### src/fpmc_pkg.sv
// Functional notes
// - pin pulses pick link: 0 UART, 8/11 serial.
// - UART bit timing taken from reset command.
// - 153600 bps refused at slow peripheral clock.
// - every command answered by ACK or NAK.
// - batch verify compares whole flash with data.
// - batch erase clears the entire flash.
// - blank check reports whole flash erased or not.
// - high-speed write: address, count, write, verify.
// - successive write continues after previous write, verify or blank check.
// - setting commands and status read accepted.
// - signature command returns identification byte.
// - reset command returns engine to idle.
// - low mode bits select self-programming mode.
// - mode 11 settable by firmware only.
// - reset value 08H user, 0CH on-board.
// - bit 3 inhibits write and erase.
// - bit 2 read-only mirror of enable pin.
// - write/erase only with inhibit 0, pin 1.
// - mode register written only via protect sequence.
// - key A5H, value, inverse, value; last counts.
// - bad sequence keeps register, sets sticky error.
`default_nettype none
package fpmc_pkg;
  // ==========================================
  // register map, byte address = 4 * index
  localparam logic [15:0] IDX_KEY  = 16'hFFC0;
  localparam logic [15:0] IDX_STAT = 16'hFFC2;
  localparam logic [15:0] IDX_MPC  = 16'hFFC4;
  localparam logic [15:0] IDX_SET  = 16'hFFC6;
  localparam logic [15:0] IDX_LINK = 16'hFFC8;
  localparam int unsigned AXI_AW   = 18;
  localparam logic [7:0]  PROT_KEY = 8'hA5;
  localparam int unsigned B_INHIB  = 3;
  localparam int unsigned B_PIN    = 2;
  localparam int unsigned B_ERR    = 0;
  localparam logic [1:0]  MODE_NORM = 2'h0;
  localparam logic [1:0]  MODE_FW   = 2'h3;
  localparam logic [1:0]  MODE_BAD  = 2'h2;
  localparam logic [1:0]  AXI_OKAY   = 2'h0;
  localparam logic [1:0]  AXI_SLVERR = 2'h2;
  // ==========================================
  // link selection and timing
  localparam logic [3:0]  PULSE_CSI  = 4'h8;
  localparam logic [3:0]  PULSE_CSIH = 4'hB;
  localparam int unsigned SLOW_KHZ   = 2500;
  localparam logic [7:0]  BAUD_TOP   = 8'h05;
  localparam logic [7:0]  ERASED     = 8'hFF;
  // ==========================================
  // command codes
  localparam logic [7:0] C_RESET  = 8'h00;
  localparam logic [7:0] C_VERIFY = 8'h13;
  localparam logic [7:0] C_ERASE  = 8'h20;
  localparam logic [7:0] C_BLANK  = 8'h32;
  localparam logic [7:0] C_WRITE  = 8'h40;
  localparam logic [7:0] C_SUCC   = 8'h44;
  localparam logic [7:0] C_STATUS = 8'h70;
  localparam logic [7:0] C_OSC    = 8'h90;
  localparam logic [7:0] C_ETIME  = 8'h95;
  localparam logic [7:0] C_WTIME  = 8'h96;
  localparam logic [7:0] C_BAUD   = 8'h9A;
  localparam logic [7:0] C_SIG    = 8'hC0;
  typedef enum logic [1:0] {LNK_UART = 2'b00, LNK_CSI = 2'b01,
                            LNK_CSIH = 2'b10, LNK_BAD = 2'b11} fpmc_link_t;
  typedef enum logic [1:0] {FL_READ = 2'b00, FL_WRITE = 2'b01,
                            FL_ERASE = 2'b10} fpmc_flop_t;
  typedef enum logic [1:0] {E_IDLE = 2'b00, E_DATA = 2'b01,
                            E_RD = 2'b10, E_BUSY = 2'b11} fpmc_eng_t;
  typedef enum logic [1:0] {K_VER = 2'b00, K_BLK = 2'b01,
                            K_WR = 2'b10} fpmc_kind_t;
  typedef enum logic [1:0] {PS_IDLE = 2'b00, PS_KEY = 2'b01,
                            PS_VAL = 2'b10, PS_INV = 2'b11} fpmc_ps_t;
endpackage
`default_nettype wire

### src/fpmc_protect.sv
`default_nettype none
module fpmc_protect
  import fpmc_pkg::*;
(
  input  wire logic       clk_sys,
  input  wire logic       srst,
  input  wire logic       st_valid,
  input  wire logic       st_key,
  input  wire logic       st_mpc,
  input  wire logic [7:0] st_data,
  output logic            commit,
  output logic [7:0]      commit_data,
  output logic            seq_err
);
  import fpmc_pkg::*;
  fpmc_ps_t   ps_r;
  fpmc_ps_t   ps_nxt;
  logic [7:0] val_r;
  assign commit_data = val_r;
  // ==========================================
  // store sequence checker
  always_comb begin
    ps_nxt  = ps_r;
    commit  = 1'b0;
    seq_err = 1'b0;
    if (st_valid) begin
      unique case (ps_r)
        PS_IDLE: begin
          if (st_key && st_data == PROT_KEY) ps_nxt = PS_KEY;
          else if (st_key || st_mpc) seq_err = 1'b1;
        end
        PS_KEY: begin
          ps_nxt = st_mpc ? PS_VAL : PS_IDLE;
          seq_err = !st_mpc;
        end
        PS_VAL: begin
          ps_nxt = (st_mpc && st_data == ~val_r) ? PS_INV : PS_IDLE;
          seq_err = !(st_mpc && st_data == ~val_r);
        end
        PS_INV: begin
          ps_nxt  = PS_IDLE;
          commit  = st_mpc && st_data == val_r;
          seq_err = !(st_mpc && st_data == val_r);
        end
      endcase
    end
  end
  always_ff @(posedge clk_sys) begin
    if (srst) ps_r <= PS_IDLE;
    else ps_r <= ps_nxt;
  end
  always_ff @(posedge clk_sys) begin
    if (srst) val_r <= 8'h00;
    else if (st_valid && ps_r == PS_KEY && st_mpc) val_r <= st_data;
  end
endmodule
`default_nettype wire

### src/fpmc_pulse.sv
`default_nettype none
module fpmc_pulse
  import fpmc_pkg::*;
(
  input  wire logic clk_sys,
  input  wire logic srst,
  input  wire logic pin,
  input  wire logic close,
  output fpmc_link_t link_mode,
  output logic      link_done
);
  import fpmc_pkg::*;
  logic [3:0] cnt_r;
  logic       pin_q_r;
  logic       done_r;
  // ==========================================
  // count enable-pin pulses until first command
  always_ff @(posedge clk_sys) begin
    if (srst) begin
      cnt_r   <= 4'h0;
      pin_q_r <= 1'b1;
      done_r  <= 1'b0;
    end else begin
      pin_q_r <= pin;
      if (close) done_r <= 1'b1;
      if (!done_r && pin && !pin_q_r && cnt_r != 4'hF) cnt_r <= cnt_r + 4'h1;
    end
  end
  always_comb begin
    unique case (cnt_r)
      4'h0:       link_mode = LNK_UART;
      PULSE_CSI:  link_mode = LNK_CSI;
      PULSE_CSIH: link_mode = LNK_CSIH;
      default:    link_mode = LNK_BAD;
    endcase
  end
  assign link_done = done_r;
endmodule
`default_nettype wire

### src/fpmc_top.sv
`default_nettype none
module fpmc_top
  import fpmc_pkg::*;
#(
  parameter int unsigned FLASH_AW   = 16,
  parameter int unsigned PERIPH_KHZ = 8000,
  parameter logic [7:0]  SIG_BYTE   = 8'h5A // arbitrary value
)(
  input  wire logic                clk_sys,
  input  wire logic                srst,
  input  wire logic [AXI_AW-1:0]   s_axi_awaddr,
  input  wire logic                s_axi_awvalid,
  output logic                     s_axi_awready,
  input  wire logic [31:0]         s_axi_wdata,
  input  wire logic [3:0]          s_axi_wstrb,
  input  wire logic                s_axi_wvalid,
  output logic                     s_axi_wready,
  output logic [1:0]               s_axi_bresp,
  output logic                     s_axi_bvalid,
  input  wire logic                s_axi_bready,
  input  wire logic [AXI_AW-1:0]   s_axi_araddr,
  input  wire logic                s_axi_arvalid,
  output logic                     s_axi_arready,
  output logic [31:0]              s_axi_rdata,
  output logic [1:0]               s_axi_rresp,
  output logic                     s_axi_rvalid,
  input  wire logic                s_axi_rready,
  input  wire logic                program_enable_pin,
  input  wire logic                fw_active,
  input  wire logic                rx_fall,
  input  wire logic                cmd_valid,
  output logic                     cmd_ready,
  input  wire logic [7:0]          cmd_code,
  input  wire logic [FLASH_AW-1:0] cmd_addr,
  input  wire logic [FLASH_AW:0]   cmd_len,
  input  wire logic [7:0]          cmd_data,
  input  wire logic                dat_valid,
  output logic                     dat_ready,
  input  wire logic [7:0]          dat_byte,
  output logic                     rsp_valid,
  output logic                     rsp_ack,
  output logic [7:0]               rsp_data,
  output logic                     fl_req,
  output fpmc_flop_t               fl_op,
  output logic [FLASH_AW-1:0]      fl_addr,
  output logic [7:0]               fl_wdata,
  input  wire logic [7:0]          fl_rdata,
  input  wire logic                fl_ack,
  output logic                     flash_wr_enable,
  output logic [1:0]               self_mode,
  output fpmc_link_t               link_mode,
  output logic [15:0]              bit_period
);
  import fpmc_pkg::*;
  localparam logic [FLASH_AW:0] FLASH_N = (FLASH_AW+1)'(1) << FLASH_AW;
  localparam logic SLOW_CLK = PERIPH_KHZ <= SLOW_KHZ;

  function automatic logic [15:0] idx_of(input logic [AXI_AW-1:0] a);
    idx_of = a[AXI_AW-1:2];
  endfunction

  // ==========================================
  // register bus
  logic       bvalid_r;
  logic [1:0] bresp_r;
  logic       rvalid_r;
  logic [1:0] rresp_r;
  logic [31:0] rdata_r;
  logic       wr_go;
  logic       rd_go;
  logic [15:0] widx;
  logic [15:0] ridx;
  logic       w_map;
  logic       st_valid;
  logic       inhibit_r;
  logic [1:0] mode_r;
  logic       err_r;
  logic [7:0] mpc_rd;
  logic       commit;
  logic [7:0] commit_data;
  logic       seq_err;
  logic [7:0] osc_r;
  logic [7:0] etime_r;
  logic [7:0] wtime_r;
  logic [7:0] baud_r;
  fpmc_eng_t  st_r;
  logic       link_done;

  assign widx  = idx_of(s_axi_awaddr);
  assign ridx  = idx_of(s_axi_araddr);
  assign w_map = widx == IDX_KEY || widx == IDX_STAT || widx == IDX_MPC
              || widx == IDX_SET || widx == IDX_LINK;
  assign wr_go = s_axi_awvalid && s_axi_wvalid && !bvalid_r;
  assign rd_go = s_axi_arvalid && !rvalid_r;
  assign s_axi_awready = wr_go;
  assign s_axi_wready  = wr_go;
  assign s_axi_arready = !rvalid_r;
  assign s_axi_bvalid  = bvalid_r;
  assign s_axi_bresp   = bresp_r;
  assign s_axi_rvalid  = rvalid_r;
  assign s_axi_rresp   = rresp_r;
  assign s_axi_rdata   = rdata_r;
  assign st_valid = wr_go && w_map && s_axi_wstrb[0];

  always_ff @(posedge clk_sys) begin
    if (srst) begin
      bvalid_r <= 1'b0;
      bresp_r  <= AXI_OKAY;
    end else if (wr_go) begin
      bvalid_r <= 1'b1;
      bresp_r  <= w_map ? AXI_OKAY : AXI_SLVERR;
    end else if (s_axi_bready) begin
      bvalid_r <= 1'b0;
    end
  end

  always_ff @(posedge clk_sys) begin
    if (srst) begin
      rvalid_r <= 1'b0;
      rresp_r  <= AXI_OKAY;
      rdata_r  <= 32'h0000_0000;
    end else if (rd_go) begin
      rvalid_r <= 1'b1;
      rresp_r  <= AXI_OKAY;
      unique case (ridx)
        IDX_STAT: rdata_r <= {31'h0000_0000, err_r};
        IDX_MPC:  rdata_r <= {24'h00_0000, mpc_rd};
        IDX_SET:  rdata_r <= {baud_r, wtime_r, etime_r, osc_r};
        IDX_LINK: rdata_r <= {bit_period, 10'h000, st_r, link_done,
                              flash_wr_enable, link_mode};
        IDX_KEY:  rdata_r <= 32'h0000_0000;
        default: begin
          rdata_r <= 32'h0000_0000;
          rresp_r <= AXI_SLVERR;
        end
      endcase
    end else if (s_axi_rready) begin
      rvalid_r <= 1'b0;
    end
  end

  // ==========================================
  // protected mode control register
  fpmc_protect u_protect (
    .clk_sys     (clk_sys),
    .srst        (srst),
    .st_valid    (st_valid),
    .st_key      (widx == IDX_KEY),
    .st_mpc      (widx == IDX_MPC),
    .st_data     (s_axi_wdata[7:0]),
    .commit      (commit),
    .commit_data (commit_data),
    .seq_err     (seq_err)
  );

  always_ff @(posedge clk_sys) begin
    if (srst) begin
      inhibit_r <= 1'b1;
      mode_r    <= MODE_NORM;
    end else if (commit) begin
      inhibit_r <= commit_data[B_INHIB];
      if (commit_data[1:0] != MODE_BAD
          && (commit_data[1:0] != MODE_FW || fw_active)) begin
        mode_r <= commit_data[1:0];
      end
    end
  end

  always_ff @(posedge clk_sys) begin
    if (srst) err_r <= 1'b0;
    else if (seq_err) err_r <= 1'b1;
    else if (st_valid && widx == IDX_STAT && !s_axi_wdata[B_ERR]) err_r <= 1'b0;
  end

  // bit 2 follows the pin, so reset reads 08H or 0CH
  assign mpc_rd = {4'h0, inhibit_r, program_enable_pin, mode_r};
  assign flash_wr_enable = !inhibit_r && program_enable_pin;
  assign self_mode = mode_r;

  // ==========================================
  // link selection and UART timing
  fpmc_pulse u_pulse (
    .clk_sys   (clk_sys),
    .srst      (srst),
    .pin       (program_enable_pin),
    .close     (cmd_valid),
    .link_mode (link_mode),
    .link_done (link_done)
  );

  logic [15:0] meas_r;
  logic [15:0] last_r;
  logic        synced_r;
  logic        cmd_go;
  always_ff @(posedge clk_sys) begin
    if (srst) begin
      meas_r     <= 16'h0000;
      last_r     <= 16'h0000;
      synced_r   <= 1'b0;
      bit_period <= 16'h0000;
    end else begin
      meas_r <= rx_fall ? 16'h0001 : (meas_r == 16'hFFFF ? meas_r : meas_r + 16'h0001);
      if (rx_fall && !synced_r) last_r <= meas_r;
      if (cmd_go && cmd_code == C_RESET && !synced_r && link_mode == LNK_UART) begin
        synced_r   <= 1'b1;
        bit_period <= last_r;
      end
    end
  end

  // ==========================================
  // command engine
  fpmc_kind_t          kind_r;
  logic [FLASH_AW-1:0] addr_r;
  logic [FLASH_AW-1:0] next_r;
  logic [FLASH_AW:0]   cnt_r;
  logic [7:0]          byte_r;
  logic                ok_r;
  logic                last_byte;
  logic                match;

  assign cmd_ready = st_r == E_IDLE || cmd_code == C_RESET;
  assign cmd_go    = cmd_valid && cmd_ready;
  assign dat_ready = st_r == E_DATA;
  assign last_byte = cnt_r == (FLASH_AW+1)'(1);
  assign match = fl_rdata == (kind_r == K_BLK ? ERASED : byte_r);

  always_ff @(posedge clk_sys) begin
    if (srst) begin
      st_r      <= E_IDLE;
      kind_r    <= K_VER;
      addr_r    <= '0;
      next_r    <= '0;
      cnt_r     <= '0;
      byte_r    <= 8'h00;
      ok_r      <= 1'b1;
      rsp_valid <= 1'b0;
      rsp_ack   <= 1'b0;
      rsp_data  <= 8'h00;
      fl_req    <= 1'b0;
      fl_op     <= FL_READ;
      fl_addr   <= '0;
      fl_wdata  <= 8'h00;
      osc_r     <= 8'h00;
      etime_r   <= 8'h00;
      wtime_r   <= 8'h00;
      baud_r    <= 8'h00;
    end else begin
      rsp_valid <= 1'b0;
      if (cmd_go) begin
        rsp_valid <= 1'b1;
        rsp_ack   <= 1'b1;
        rsp_data  <= 8'h00;
        ok_r      <= 1'b1;
        st_r      <= E_IDLE;
        fl_req    <= 1'b0;
        unique case (cmd_code)
          C_RESET: ;
          C_VERIFY: begin
            rsp_valid <= 1'b0;
            kind_r    <= K_VER;
            addr_r    <= '0;
            cnt_r     <= FLASH_N;
            st_r      <= E_DATA;
          end
          C_ERASE: begin
            if (flash_wr_enable) begin
              rsp_valid <= 1'b0;
              fl_req    <= 1'b1;
              fl_op     <= FL_ERASE;
              st_r      <= E_BUSY;
            end else begin
              rsp_ack <= 1'b0;
            end
          end
          C_BLANK: begin
            rsp_valid <= 1'b0;
            kind_r    <= K_BLK;
            addr_r    <= '0;
            cnt_r     <= FLASH_N;
            fl_req    <= 1'b1;
            fl_op     <= FL_READ;
            fl_addr   <= '0;
            st_r      <= E_RD;
          end
          C_WRITE, C_SUCC: begin
            if (flash_wr_enable && cmd_len != '0) begin
              rsp_valid <= 1'b0;
              kind_r    <= K_WR;
              addr_r    <= cmd_code == C_WRITE ? cmd_addr : next_r;
              cnt_r     <= cmd_len;
              st_r      <= E_DATA;
            end else begin
              rsp_ack <= 1'b0;
            end
          end
          C_STATUS: rsp_data <= {st_r, synced_r, link_done, flash_wr_enable,
                                 err_r, link_mode};
          C_OSC:   osc_r <= cmd_data;
          C_ETIME: etime_r <= cmd_data;
          C_WTIME: wtime_r <= cmd_data;
          C_BAUD: begin
            if (cmd_data > BAUD_TOP || (cmd_data == BAUD_TOP && SLOW_CLK)) begin
              rsp_ack <= 1'b0;
            end else begin
              baud_r <= cmd_data;
            end
          end
          C_SIG: rsp_data <= SIG_BYTE;
          default: rsp_ack <= 1'b0;
        endcase
      end else begin
        unique case (st_r)
          E_IDLE: ;
          E_DATA: begin
            if (dat_valid) begin
              byte_r  <= dat_byte;
              fl_req  <= 1'b1;
              fl_addr <= addr_r;
              if (kind_r == K_WR && !flash_wr_enable) begin
                fl_req    <= 1'b0;
                rsp_valid <= 1'b1;
                rsp_ack   <= 1'b0;
                st_r      <= E_IDLE;
              end else if (kind_r == K_WR) begin
                fl_op    <= FL_WRITE;
                fl_wdata <= dat_byte;
                st_r     <= E_BUSY;
              end else begin
                fl_op <= FL_READ;
                st_r  <= E_RD;
              end
            end
          end
          E_BUSY: begin
            if (fl_ack && fl_op == FL_ERASE) begin
              fl_req    <= 1'b0;
              rsp_valid <= 1'b1;
              rsp_ack   <= 1'b1;
              st_r      <= E_IDLE;
            end else if (fl_ack) begin
              fl_op <= FL_READ;
              st_r  <= E_RD;
            end
          end
          E_RD: begin
            if (fl_ack) begin
              ok_r    <= ok_r && match;
              addr_r  <= addr_r + 1'b1;
              next_r  <= addr_r + 1'b1;
              cnt_r   <= cnt_r - 1'b1;
              fl_addr <= addr_r + 1'b1;
              fl_req  <= 1'b0;
              if (last_byte) begin
                rsp_valid <= 1'b1;
                rsp_ack   <= ok_r && match;
                st_r      <= E_IDLE;
              end else if (kind_r == K_BLK) begin
                fl_req <= 1'b1;
              end else begin
                st_r <= E_DATA;
              end
            end
          end
        endcase
      end
    end
  end

  // ==========================================
  // checks
  a_fw_mode_only: assert property (@(posedge clk_sys) disable iff (srst)
    mode_r == MODE_FW && $past(mode_r) != MODE_FW |-> $past(fw_active))
    else $error("firmware mode set without firmware");
  a_high_bits_zero: assert property (@(posedge clk_sys) disable iff (srst)
    mpc_rd[7:4] == 4'h0 && mode_r != MODE_BAD)
    else $error("mode register high bits or mode bad");
  a_pin_mirror: assert property (@(posedge clk_sys) disable iff (srst)
    rd_go && ridx == IDX_MPC |=> s_axi_rdata[B_PIN] == $past(program_enable_pin))
    else $error("pin mirror bit wrong");
  a_write_gate: assert property (@(posedge clk_sys) disable iff (srst)
    fl_req && fl_op != FL_READ |-> !inhibit_r && program_enable_pin)
    else $error("flash write while blocked");
  a_mpc_guarded: assert property (@(posedge clk_sys) disable iff (srst)
    $changed(inhibit_r) || $changed(mode_r) |-> $past(commit))
    else $error("mode register changed outside sequence");
  a_err_sticky: assert property (@(posedge clk_sys) disable iff (srst)
    err_r && !(st_valid && widx == IDX_STAT && !s_axi_wdata[0]) |=> err_r)
    else $error("error flag lost");
  a_err_set: assert property (@(posedge clk_sys) disable iff (srst)
    seq_err |=> err_r && $stable(inhibit_r) && $stable(mode_r))
    else $error("bad sequence not flagged");
  a_reset_cmd: assert property (@(posedge clk_sys) disable iff (srst)
    cmd_valid && cmd_code == C_RESET |=> rsp_valid && rsp_ack && st_r == E_IDLE)
    else $error("reset command not handled");
  a_baud_slow: assert property (@(posedge clk_sys) disable iff (srst)
    cmd_go && cmd_code == C_BAUD && cmd_data == BAUD_TOP && SLOW_CLK
    |=> rsp_valid && !rsp_ack)
    else $error("top baud accepted at slow clock");
  a_sig_reply: assert property (@(posedge clk_sys) disable iff (srst)
    cmd_go && cmd_code == C_SIG |=> rsp_valid && rsp_ack && rsp_data == SIG_BYTE)
    else $error("signature reply wrong");
  a_reset_value: assert property (@(posedge clk_sys) disable iff (srst)
    $past(srst) |-> mpc_rd == {4'h0, 1'b1, program_enable_pin, MODE_NORM})
    else $error("mode register reset value wrong");
  c_commit: cover property (@(posedge clk_sys) disable iff (srst) commit);
  c_seq_err: cover property (@(posedge clk_sys) disable iff (srst) seq_err);
  c_write_done: cover property (@(posedge clk_sys) disable iff (srst)
    rsp_valid && rsp_ack && kind_r == K_WR);
endmodule
`default_nettype wire

### config.mk
export PLATFORM = sky130hd
export DESIGN_NAME = fpmc_top
export DESIGN_NICKNAME = d
export VERILOG_FILES = /design/src/fpmc_pkg.sv /design/src/fpmc_protect.sv /design/src/fpmc_pulse.sv /design/src/fpmc_top.sv
export SDC_FILE = /design/constraint.sdc
export NUM_CORES = 1
export LEC_CHECK = 0
export ABC_CLOCK_PERIOD_IN_PS = 4500
export BUFFER_PORTS_ARGS = -buffer_cell sky130_fd_sc_hd__buf_4
export CORE_MARGIN = 3
export CORE_UTILIZATION = 30
export CTS_CLUSTER_SIZE = 30
export DETAILED_ROUTE_END_ITERATION = 10
export GPL_TIMING_DRIVEN = 0
export MAX_ROUTING_LAYER = met4
export PLACE_DENSITY = 0.58
export SYNTH_ARGS = -nofsm -noshare
export SYNTH_HDL_FRONTEND = slang
export SYNTH_HIERARCHICAL = 1
export SYNTH_SLANG_ARGS = --single-unit
### constraint.sdc
create_clock -name clk_sys -period 4.5 [get_ports clk_sys]
set_clock_uncertainty 0.05 [all_clocks]
set_input_delay 0.9 -clock clk_sys [delete_from_list [all_inputs] [get_ports clk_sys]]
set_output_delay 0.9 -clock clk_sys [all_outputs]
set_load 0.01 [all_outputs]
==> metrics.txt, run 1 <==
via count of the first global-routing pass=10600; final critical-path setup slack=1220 ps; CTS HTree Levels=1; Critical-path top delay cell=sky130_fd_sc_hd__clkbuf_1; via density per instance=5.17; dominant cells by area after synthesis=sky130_fd_sc_hd__dfxtp_1 42%, sky130_fd_sc_hd__nand2_1 5.8%, sky130_fd_sc_hd__mux2i_1 5.4%; Vias=11000; Boundary Pins=251; portion of the post-synthesis area used by sequential elements=0.419; worst-path cell chain=clkbuf_1 > nor4_4 > a21oi_1 > inv_2 > nand2_1 > buf_2 > a21o_1 > clkbuf_1 > o211ai_1 > a21oi_1; count of maximum capacitance violations=0; Routed wire per std cell=19.4 um; pre-CTS worst setup slack=726 ps; full die area=0.0400 mm2; register clock-pin slew on the reported worst setup and hold paths=60 ps; Ys Warns=6; post-placement cell count=2076; area growth from synthesis to layout=27.8%; proportion of layout cells with a drive suffix above 1=0.193; setup repair after global routing missed its margin=no; sink count of the clock tree=236; Worst slew margin=0.217; dominant synthesized flop cell=sky130_fd_sc_hd__dfxtp_1; EDFF count, synth=0; library cells used by synthesis=80; startpoint types=input port; effective utilization at floorplan=0.306; Worst Tran Pin Value=1160 ps; CP Max Fanout=10; Final period util=0.730; status=completed; Largest stage delay, worst path=590 ps; core area=0.0369 mm2; count of nets left with antenna violations after detail routing=0; number of detailed-route iterations in the first pass=5; pwr/cell area=361 mW/mm2; total power=5.21 mW; maximum buffer depth of the clock tree=3; time the worst path needs with I/O delays and setup=3280 ps; element type at the critical path end=register; die boundary width=200 um; clock root cell=sky130_fd_sc_hd__clkbuf_16; syn avg cell area=8.32 um2; LEAKAGE=5.31 nW; proportion of synthesized flip-flops having asynchronous set or reset=0; largest area contributor in the synthesized netlist=sky130_fd_sc_hd__dfxtp_1; clock tree from TritonCTS=done; Final Hold Violating Endpoints=0; initial detailed-routing violation count=844; detailed placer's ending HPWL=31200 um; type of the worst setup path=input port to register; hold buffers post-CTS=0; number of DRC violations after detailed routing=0; number of setup violations in the final report=0; gate count of the mapped netlist=1356; wire length of the first global-routing pass=62000 um; number of fillers in the final layout=3805; path category of the worst min-delay check=register to register; postcts setup bufs=0; count of cells along the worst hold path=2; total global routing track utilization=0.206; number of synthesized register bits=236; Layout Cells excl Fill=2127; TritonCTS buffer count=27; die boundary height=200 um; source-to-sink clock delay at the later pin of the worst-skew pair=540 ps; worst path required time=4920 ps; placer congestion estimate=0.909; Netlist Area Pre-Place=0.0113 mm2; number of cell instances on the worst register-to-register path=6; Final TNS setup=0 ps; Total Routed Length=41200 um; count of buffers from port buffering=215; maximum ir drop on the vdd rail=0.258 mV; Gates resized, CTS repair=0; # nets final=1757; largest net degree at the start of global routing=14; Arrival @ worst endpoint=3700 ps; pins over their slew limit=0; aggregate global routing overflow=0; highest clock rate=305 MHz; Std-Cell Rows=70; area share of the leading cell type in the synthesized netlist=0.419; number of antenna violations at the first check in global routing=4
-- critical path, delay by kind of cell --
kind / cells / cell delay, ps
compound gates: 4 / 1050
simple gates: 2 / 320
buf+inv: 4 / 1420
-- metrics by stage --
| step | hold slack [ps] | area (um2) | util |
|---|---|---|---|
| after floorplan | 381 | 11300 | - |
| after global placement | 392 | 13500 | 0.367 |
| after detailed placement | 395 | 13500 | 0.367 |
| after CTS | 406 | 14400 | 0.391 |
| after global routing | 424 | 14400 | 0.391 |
| final | 401 | 14400 | 0.391 |
-- path summary, 6_finish.rpt --
| check | slack, ps | end | from |
|---|---|---|---|
| worst max-delay path | 1220 | cnt_r[10] | cmd_code[3] |
| worst max register to register | 1340 | next_r[11] | st_r[1] |
| worst min-delay path | 400 | s_axi_rdata[7] | s_axi_rdata[7] |
| worst min register to register | 400 | s_axi_rdata[7] | s_axi_rdata[7] |
-- flip-flops by register name (all words and copies together) (netlist names), 4 cells and up --
signal and count:
u_protect/commit_data 8, addr_r 16, wtime_r 8, etime_r 8
byte_r 8, next_r 16, u_pulse/cnt_r 4, osc_r 8
rsp_data 8, last_r 16, fl_wdata 8, meas_r 16
s_axi_rdata 32, bit_period 16, cnt_r 17, baud_r 8
fl_addr 16
-- cell type report --
type	instances	area (um2)	area share
inverter	19	71.3	0.00495
antenna	4	10.0	0.000694
clock buffer	39	781	0.0541
multi-input combinational	1008	6100	0.423
sequential	236	4720	0.328
timing repair buffer	215	1610	0.112
buffer	94	397	0.0275
clock inverter	8	93.8	0.00651
tap	504	631	0.0437
-- cell families (layout without fill, tap and decap cells) --
family / Yosys count / count (layout) / synth area share
simple gates: 578 / 578 / 0.251
compound gates: 296 / 296 / 0.176
flops: 236 / 236 / 0.419
buf+inv: 113 / 375 / 0.0415
mux: 67 / 67 / 0.0601
xor+xnor: 59 / 59 / 0.0458
fa+ha+maj: 6 / 6 / 0.00665
other cells: 1 / 6 / 0.000332
-- cell usage in the layout (no fill, tap or decap), types with 10 or more instances in the layout --
cell type                     n
sky130_fd_sc_hd__xor2_1      19
sky130_fd_sc_hd__clkbuf_16   27
sky130_fd_sc_hd__nor2_1     147
sky130_fd_sc_hd__inv_1       18
sky130_fd_sc_hd__nand4_1     19
sky130_fd_sc_hd__nand3_1     49
sky130_fd_sc_hd__buf_2       11
sky130_fd_sc_hd__a211oi_1    24
sky130_fd_sc_hd__o2bb2ai_1   16
sky130_fd_sc_hd__or3_1       13
sky130_fd_sc_hd__nor2b_1     12
sky130_fd_sc_hd__buf_1       11
sky130_fd_sc_hd__nand2_1    174
sky130_fd_sc_hd__o21ai_2     10
sky130_fd_sc_hd__nor3_1      56
sky130_fd_sc_hd__dfxtp_1    236
sky130_fd_sc_hd__mux2i_1     61
sky130_fd_sc_hd__clkbuf_1    72
sky130_fd_sc_hd__a31oi_1     13
sky130_fd_sc_hd__o21ai_0     49
sky130_fd_sc_hd__nor4_1      16
sky130_fd_sc_hd__buf_4      219
sky130_fd_sc_hd__a21oi_1     95
sky130_fd_sc_hd__xnor2_1     40
sky130_fd_sc_hd__nand2b_1    17
sky130_fd_sc_hd__a22oi_1     23
-- cell usage after synthesis, types with 9 or more instances --
cell,n
sky130_fd_sc_hd__a211oi_1,24
sky130_fd_sc_hd__a21oi_1,95
sky130_fd_sc_hd__a22oi_1,23
sky130_fd_sc_hd__a31oi_1,13
sky130_fd_sc_hd__and2_1,9
sky130_fd_sc_hd__buf_1,11
sky130_fd_sc_hd__buf_2,11
sky130_fd_sc_hd__clkbuf_1,66
sky130_fd_sc_hd__dfxtp_1,236
sky130_fd_sc_hd__inv_1,18
sky130_fd_sc_hd__mux2i_1,61
sky130_fd_sc_hd__nand2_1,174
sky130_fd_sc_hd__nand2b_1,17
sky130_fd_sc_hd__nand3_1,49
sky130_fd_sc_hd__nand4_1,19
sky130_fd_sc_hd__nor2_1,147
sky130_fd_sc_hd__nor2b_1,12
sky130_fd_sc_hd__nor3_1,56
sky130_fd_sc_hd__nor4_1,16
sky130_fd_sc_hd__o21ai_0,49
sky130_fd_sc_hd__o21ai_2,10
sky130_fd_sc_hd__o2bb2ai_1,16
sky130_fd_sc_hd__or3_1,13
sky130_fd_sc_hd__or4_1,9
sky130_fd_sc_hd__xnor2_1,40
sky130_fd_sc_hd__xor2_1,19
-- routing by layer --
layer | part of all wire | GRT usage | vias up
li1 | - | - | 5341
met1 | 0.43 | 0.269 | 5228
met2 | 0.47 | 0.333 | 373
met3 | 0.075 | 0.0378 | 49
met4 | 0.021 | 0.0486 | 0
met5 | 0 | - | -
-- where the power goes --
part	total [mW]	internal (mW)	switching, mW
logic	0.793	0.299	0.494
registers	2.21	2.16	0.0562
clock network	2.20	1.31	0.894
total	5.21	3.77	1.44
Note: power is estimated with default switching activity, not from simulation.
==> run 2, diff against run 1 <==
--- a/config.mk
+++ b/config.mk
@@ -5,7 +5,8 @@
 export SDC_FILE = /design/constraint.sdc
 export NUM_CORES = 1
 export LEC_CHECK = 0
-export ABC_CLOCK_PERIOD_IN_PS = 4500
+export ABC_AREA = 1
+export ABC_CLOCK_PERIOD_IN_PS = 3400
 export BUFFER_PORTS_ARGS = -buffer_cell sky130_fd_sc_hd__buf_4
 export CORE_MARGIN = 3
 export CORE_UTILIZATION = 30
==> constraint.sdc (replaced) <==
create_clock -name clk_sys -period 3.4 [get_ports clk_sys]
set_clock_uncertainty 0.05 [all_clocks]
set_input_delay 0.68 -clock clk_sys [delete_from_list [all_inputs] [get_ports clk_sys]]
set_output_delay 0.68 -clock clk_sys [all_outputs]
set_load 0.01 [all_outputs]
==> run 2 against run 1 <==
Effect of this change:
- flip-flop and latch count unchanged
- non-clock buffer count decreased by 14
- design area increased by 4.3%
- global-route usage decreased by 0.10 points
- critical endpoint is now link_mode[0]
- largest cell class unchanged
- critical path type is now register to output pin
- sequential power increased by 42%
- final cell count increased by 21%
==> metrics.txt, run 2 <==
status=completed (unchanged); source-to-sink clock delay at the later pin of the worst-skew pair=550 ps (was 540 ps); largest delay contributor family on the critical path=flip-flops (was buffers and inverters); Largest stage delay, worst path=350 ps (was 590 ps); # nets final=2198 (was 1757); number of flip-flops under the largest register name=32 (unchanged); largest area contributor in the synthesized netlist=sky130_fd_sc_hd__dfxtp_1 (unchanged); Worst Tran Pin Value=881 ps (was 1160 ps); most frequent cell after synthesis=sky130_fd_sc_hd__nand2_1 (was sky130_fd_sc_hd__dfxtp_1); reg2reg end=fl_addr[6] (was next_r[11]); Worst slew margin=0.413 (was 0.217); syn avg cell area=6.61 um2 (was 8.32 um2); count of buffers from port buffering=217 (was 215); Std-Cell Rows=72 (was 70); via count of the first global-routing pass=11700 (was 10600); dominant synthesized flop cell=sky130_fd_sc_hd__dfxtp_1 (unchanged); core occupancy in the finished layout=0.387 (was 0.391); area share of the leading cell type in the synthesized netlist=0.398 (was 0.419); clock root cell=sky130_fd_sc_hd__clkbuf_16 (unchanged); effective utilization at floorplan=0.306 (about the same); register clock-pin slew on the reported worst setup and hold paths=60 ps (about the same); number of antenna violations at the first check in global routing=1 (was 4); count of nets left with antenna violations after detail routing=0 (unchanged); Stages on worst setup path=5 (was 10); aggregate global routing overflow=0 (unchanged); via density per instance=4.81 (was 5.17); EDFF count, synth=0 (unchanged); wire length of the first global-routing pass=65700 um (was 62000 um); critical path launch point=u_pulse/cnt_r[0] (was cmd_code[3]); count of maximum capacitance violations=0 (unchanged); number of DRC violations after detailed routing=0 (unchanged); total global routing track utilization=0.205 (was 0.206); die boundary width=205 um (was 200 um); maximum ir drop on the vdd rail=0.294 mV (was 0.258 mV); number of detailed-route iterations in the first pass=5 (unchanged); die boundary height=205 um (was 200 um); proportion of synthesized flip-flops having asynchronous set or reset=0 (unchanged); proportion of layout cells with a drive suffix above 1=0.173 (was 0.193); Ys Warns=6 (unchanged); total power=8.32 mW (was 5.21 mW); last element of the critical path=link_mode[0] (was cnt_r[10]); core area=0.0388 mm2 (was 0.0369 mm2); highest clock rate=386 MHz; setup slack, reg-to-reg=840 ps (was 1340 ps); Final TNS setup=0 ps (unchanged); total placed instance area=0.0141 mm2 (was 0.0135 mm2); time the worst path needs with I/O delays and setup=2590 ps; pre-CTS worst setup slack=365 ps (was 726 ps); startpoint of the most critical register-to-register path=addr_r[0] (was st_r[1]); pwr/cell area=553 mW/mm2 (was 361 mW/mm2); number of cell instances on the worst register-to-register path=10 (was 6); number of synthesized register bits=236 (unchanged); TritonCTS buffer count=28 (was 27); dominant cells by area after synthesis=sky130_fd_sc_hd__dfxtp_1 40%, sky130_fd_sc_hd__nand2_1 14%, sky130_fd_sc_hd__a21oi_1 7.3% (was sky130_fd_sc_hd__dfxtp_1 42%, sky130_fd_sc_hd__nand2_1 5.8%, sky130_fd_sc_hd__mux2i_1 5.4%); pins over their slew limit=0 (unchanged); Total Routed Length=43700 um (was 41200 um); Arrival @ worst endpoint=1860 ps (was 3700 ps); Gates resized, CTS repair=0 (unchanged); library cells used by synthesis=48 (was 80); gate count of the mapped netlist=1794 (was 1356); Routed wire per std cell=16.9 um (was 19.4 um); CTS HTree Levels=1 (unchanged); hold buffers post-CTS=0 (unchanged); Layout Cells excl Fill=2583 (was 2127); post-placement cell count=2530 (was 2076); initial detailed-routing violation count=831 (was 844); element type at the critical path end=output pin (was register); portion of the post-synthesis area used by sequential elements=0.398 (was 0.419); area growth from synthesis to layout=26.8% (was 27.8%); detailed placer's ending HPWL=34100 um (was 31200 um); fin area=0.0150 mm2 (was 0.0144 mm2); Netlist Area Pre-Place=0.0119 mm2 (was 0.0113 mm2); LEAKAGE=6.50 nW (was 5.31 nW); placer congestion estimate=0.935 (was 0.909); setup repair after global routing missed its margin=no (unchanged); type of the worst setup path=register to output pin (was input port to register); clock tree from TritonCTS=done (unchanged); worst path required time=2670 ps (was 4920 ps); number of setup violations in the final report=0 (unchanged); sum of buffers and inverters on the critical path=2 (was 4); worst hold slack=339 ps (was 401 ps); Critical-path top delay cell=sky130_fd_sc_hd__dfxtp_1 (was sky130_fd_sc_hd__clkbuf_1); path category of the worst min-delay check=input port to register (was register to register); worst-path cell chain=ha_1 > nand2_2 > inv_1 > o21ai_0 > buf_4 (was clkbuf_1 > nor4_4 > a21oi_1 > inv_2 > nand2_1 > buf_2 > a21o_1 > clkbuf_1 > o211ai_1 > a21oi_1); startpoint types=register (was input port); final critical-path setup slack=806 ps (was 1220 ps); Final period util=0.763; largest net degree at the start of global routing=15 (was 14); sink count of the clock tree=236 (unchanged); CP Max Fanout=5 (was 10); full die area=0.0420 mm2 (was 0.0400 mm2); most used standard cells in the synthesized netlist=429 x sky130_fd_sc_hd__nand2_1, 236 x sky130_fd_sc_hd__dfxtp_1, 223 x sky130_fd_sc_hd__nor2_1 (was 236 x sky130_fd_sc_hd__dfxtp_1, 174 x sky130_fd_sc_hd__nand2_1, 147 x sky130_fd_sc_hd__nor2_1); commonest cells after routing, fill and taps aside=429 x sky130_fd_sc_hd__nand2_1, 236 x sky130_fd_sc_hd__dfxtp_1, 225 x sky130_fd_sc_hd__buf_4 (was 236 x sky130_fd_sc_hd__dfxtp_1, 219 x sky130_fd_sc_hd__buf_4, 174 x sky130_fd_sc_hd__nand2_1); Boundary Pins=251 (unchanged); most common cell after layout, fill and taps aside=sky130_fd_sc_hd__nand2_1 (was sky130_fd_sc_hd__dfxtp_1); Vias=12400 (was 11000); postcts setup bufs=0 (unchanged); maximum buffer depth of the clock tree=3 (unchanged); Final Hold Violating Endpoints=0 (unchanged)
==> run 2: changes by cell type after synthesis, moves of 20 or more <==
cell and delta:
sky130_fd_sc_hd__a211oi_1 -20, sky130_fd_sc_hd__o21ai_0 +107, sky130_fd_sc_hd__xnor2_1 -27, sky130_fd_sc_hd__o21ai_1 +22, sky130_fd_sc_hd__nand3_1 +74, sky130_fd_sc_hd__a21oi_1 +79, sky130_fd_sc_hd__nor3_1 -33, sky130_fd_sc_hd__a22oi_1 -23
sky130_fd_sc_hd__nand2_1 +255, sky130_fd_sc_hd__clkbuf_1 -31, sky130_fd_sc_hd__inv_1 +171, sky130_fd_sc_hd__nor2_1 +76, sky130_fd_sc_hd__mux2i_1 -61
==> run 2: power breakdown <==
part           internal [mW]  total (mW)  switching, mW  leakage (nW)
clock                   1.64        2.90           1.26         0.435
sequential              2.97        3.14          0.174          1.91
combinational          0.840        2.28           1.44          4.15
total                   5.45        8.32           2.87          6.50
==> run 2: final cells by class <==
class	count	area (um2)
timing repair buffer	217	1630
antenna	1	2.50
buffer	78	433
clock buffer	37	795
tap	518	648
multi-input combinational	1274	5930
inverter	207	781
fill	4140	23800
clock inverter	15	98.8
sequential	236	4720
==> run 2: worst min path at each step <==
stage,startpoint,to,depth (start not counted)
3_5_place_dp,rsp_data[7],rsp_data[7],2
5_1_grt,program_enable_pin,u_pulse/pin_q_r,2
3_3_place_gp,rsp_data[7],rsp_data[7],2
6_report,program_enable_pin,u_pulse/pin_q_r,2
2_1_floorplan,etime_r[0],etime_r[0],2
4_1_cts,program_enable_pin,u_pulse/pin_q_r,2
==> run 2: logic make-up (layout without fill, tap and decap cells) <==
logic type      after synthesis  count (layout)  synth area share
simple gates                852             852             0.304
other cells                   1               3          0.000316
buf+inv                     285             554             0.102
compound gates              387             387             0.169
flops                       236             236             0.398
fa+ha+maj                     6               6           0.00633
xor+xnor                     27              27            0.0199
==> run 2: worst register-to-register path, cell delays in order (launching register included) <==
cell and delay (ps):
sky130_fd_sc_hd__dfxtp_1 500, sky130_fd_sc_hd__ha_1 350, sky130_fd_sc_hd__nand2_1 110, sky130_fd_sc_hd__nor2_1 240, sky130_fd_sc_hd__nand2_1 140, sky130_fd_sc_hd__nor2_1 370, sky130_fd_sc_hd__nand2_1 90, sky130_fd_sc_hd__nand2_1 170
sky130_fd_sc_hd__o21ai_0 150, sky130_fd_sc_hd__a21oi_1 230, sky130_fd_sc_hd__nor2_1 50
==> run 2: routing by layer <==
layer  wire length [um]  track usage  vias to the layer above  part of all wire
met5                  0            -                        -                 0
met4               1400       0.0639                        0             0.032
met3               2630       0.0353                       84             0.060
met2              20600        0.342                      362              0.47
met1              19100        0.254                     5683              0.44
li1                   -            -                     6291                 -
==> run 3, diff against run 2 <==
--- a/config.mk
+++ b/config.mk
@@ -5,8 +5,8 @@
 export SDC_FILE = /design/constraint.sdc
 export NUM_CORES = 1
 export LEC_CHECK = 0
-export ABC_AREA = 1
-export ABC_CLOCK_PERIOD_IN_PS = 3400
+export ABC_AREA = 0
+export ABC_CLOCK_PERIOD_IN_PS = 2600
 export BUFFER_PORTS_ARGS = -buffer_cell sky130_fd_sc_hd__buf_4
 export CORE_MARGIN = 3
 export CORE_UTILIZATION = 30
==> constraint.sdc (replaced) <==
create_clock -name clk_sys -period 2.6 [get_ports clk_sys]
set_clock_uncertainty 0.05 [all_clocks]
set_input_delay 0.52 -clock clk_sys [delete_from_list [all_inputs] [get_ports clk_sys]]
set_output_delay 0.52 -clock clk_sys [all_outputs]
set_load 0.01 [all_outputs]
==> run 3 against run 2 <==
Effect of this change:
- die area fell by 4.7%
- sequential power is 23% higher
- count of clock-buffer cells in the layout up 5
==> metrics.txt, run 3 (synthesized netlist as in run 1, its figures left out) <==
status=completed (unchanged); most common cell after layout, fill and taps aside=sky130_fd_sc_hd__dfxtp_1 (was sky130_fd_sc_hd__nand2_1); largest net degree at the start of global routing=16 (was 15); initial detailed-routing violation count=744 (was 831); commonest cells after routing, fill and taps aside=236 x sky130_fd_sc_hd__dfxtp_1, 221 x sky130_fd_sc_hd__buf_4, 173 x sky130_fd_sc_hd__nand2_1 (was 429 x sky130_fd_sc_hd__nand2_1, 236 x sky130_fd_sc_hd__dfxtp_1, 225 x sky130_fd_sc_hd__buf_4); sink count of the clock tree=236 (unchanged); number of DRC violations after detailed routing=0 (unchanged); hold buffers post-CTS=0 (unchanged); largest delay contributor family on the critical path=simple AND/OR/NAND/NOR gates (was flip-flops); Stages on worst setup path=6 (was 5); Routed wire per std cell=19.2 um (was 16.9 um); number of antenna violations at the first check in global routing=2 (was 1); worst-path cell chain=nand2b_1 > inv_1 > o21ai_0 > and2_1 > nor3_2 > a221o_1 (was ha_1 > nand2_2 > inv_1 > o21ai_0 > buf_4); Arrival @ worst endpoint=2960 ps (was 1860 ps); full die area=0.0400 mm2 (was 0.0420 mm2); highest clock rate=398 MHz; proportion of layout cells with a drive suffix above 1=0.221 (was 0.173); path category of the worst min-delay check=input port to register (unchanged); clock root cell=sky130_fd_sc_hd__clkbuf_16 (unchanged); number of detailed-route iterations in the first pass=5 (unchanged); register clock-pin slew on the reported worst setup and hold paths=60 ps (about the same); die boundary width=200 um (was 205 um); Critical-path top delay cell=sky130_fd_sc_hd__nor3_2 (was sky130_fd_sc_hd__dfxtp_1); post-placement cell count=2076 (was 2530); Total Routed Length=40900 um (was 43700 um); source-to-sink clock delay at the later pin of the worst-skew pair=560 ps (was 550 ps); startpoint of the most critical register-to-register path=inhibit_r (was addr_r[0]); aggregate global routing overflow=0 (unchanged); CTS HTree Levels=1 (unchanged); setup repair after global routing missed its margin=no (unchanged); pre-CTS worst setup slack=-720 ps (was 365 ps); count of cells along the worst hold path=2 (unchanged); count of maximum capacitance violations=0 (unchanged); number of fillers in the final layout=3789 (was 4140); pins over their slew limit=0 (unchanged); pwr/cell area=642 mW/mm2 (was 553 mW/mm2); TritonCTS buffer count=29 (was 28); detailed placer's ending HPWL=31000 um (was 34100 um); Worst Tran Pin Value=995 ps (was 881 ps); final critical-path setup slack=85.9 ps (was 806 ps); via count of the first global-routing pass=10500 (was 11700); fin area=0.0148 mm2 (was 0.0150 mm2); sum of buffers and inverters on the critical path=1 (was 2); maximum ir drop on the vdd rail=0.480 mV (was 0.294 mV); total placed instance area=0.0136 mm2 (was 0.0141 mm2); type of the worst setup path=register to register (was register to output pin); maximum buffer depth of the clock tree=3 (unchanged); CP Max Fanout=7 (was 5); Worst slew margin=0.335 (was 0.413); worst path required time=3050 ps (was 2670 ps); total power=9.49 mW (was 8.32 mW); startpoint types=register (unchanged); Final Hold Violating Endpoints=0 (unchanged); element type at the critical path end=register (was output pin); via density per instance=5.14 (was 4.81); Layout Cells excl Fill=2132 (was 2583); # nets final=1759 (was 2198); critical hold path startpoint=s_axi_rready (was program_enable_pin); count of nets left with antenna violations after detail routing=0 (unchanged); effective utilization at floorplan=0.306 (about the same); area growth from synthesis to layout=30.9% (was 26.8%); time the worst path needs with I/O delays and setup=2510 ps; number of flip-flops under the largest register name=32 (unchanged); number of setup violations in the final report=0 (unchanged); die boundary height=200 um (was 205 um); total global routing track utilization=0.203 (was 0.205); clock tree from TritonCTS=done (unchanged); Vias=11000 (was 12400); critical path launch point=inhibit_r (was u_pulse/cnt_r[0]); Boundary Pins=251 (unchanged); Final period util=0.967; Std-Cell Rows=70 (was 72); LEAKAGE=5.47 nW (was 6.50 nW); placer congestion estimate=0.915 (was 0.935); Largest stage delay, worst path=550 ps (was 350 ps); core area=0.0369 mm2 (was 0.0388 mm2); number of cell instances on the worst register-to-register path=6 (was 10); wire length of the first global-routing pass=61100 um (was 65700 um); count of buffers from port buffering=215 (was 217)
==> run 3: changes by cell type in the layout (fill, tap and decap cells not counted), sizes merged, moves of 19 or more <==
cell    previous run  this run
a21oi            175        96
mux2i              0        61
nand3            130        49
nand2            438       174
clkbuf            74       106
nor4               1        20
nor3              27        59
o21ai            179        59
nor2             228       147
a211oi             4        24
a22oi              0        23
inv              204        21
xnor2             13        40
==> run 3: metrics by stage <==
step / TNS [ps] / util / hold slack (ps)
CTS: 0 / 0.398 / 76.8
global placement: -76340 / 0.368 / 391
floorplan: 0 / - / 381
detailed placement: -77310 / 0.368 / 395
finish: 0 / 0.401 / 98.0
global route: 0 / 0.401 / 87.0
==> run 3: per-layer routing <==
layer | part of all wire | track usage | routed length [um] | vias up
met1 | 0.45 | 0.268 | 18300 | 5181
met3 | 0.067 | 0.0358 | 2730 | 55
met4 | 0.022 | 0.0501 | 896 | 0
li1 | - | - | - | 5347
met5 | 0 | - | 0 | -
met2 | 0.46 | 0.323 | 19000 | 381
==> run 3: layout make-up <==
class	count	area [um2]	share of cell area
multi-input combinational	1008	6230	0.422
sequential	236	4720	0.320
timing repair buffer	218	1650	0.112
clock buffer	42	885	0.0599
tap	504	631	0.0427
buffer	91	420	0.0285
clock inverter	12	150	0.0102
inverter	19	71.3	0.00483
antenna	2	5.00	0.000339
==> run 3: repair_timing <==
action | in CTS | in global routing
pin swaps | 0 | 2
buffers inserted | 1 | 2
endpoints found under the setup margin | 64 | 108
resized for setup | 18 | 26
endpoints found under the hold margin | 0 | 0
==> run 3: worst paths after layout <==
check	slack, ps	endpoint
max	90	cnt_r[12]
min	100	s_axi_rvalid
max reg2reg	90	cnt_r[12]
min reg2reg	400	s_axi_rdata[11]
==> run 3: power by group <==
part,leakage (nW),internal [mW],switching (mW)
Clock,0.510,2.58,1.69
Sequential,1.91,3.74,0.109
Combinational,3.06,0.531,0.842
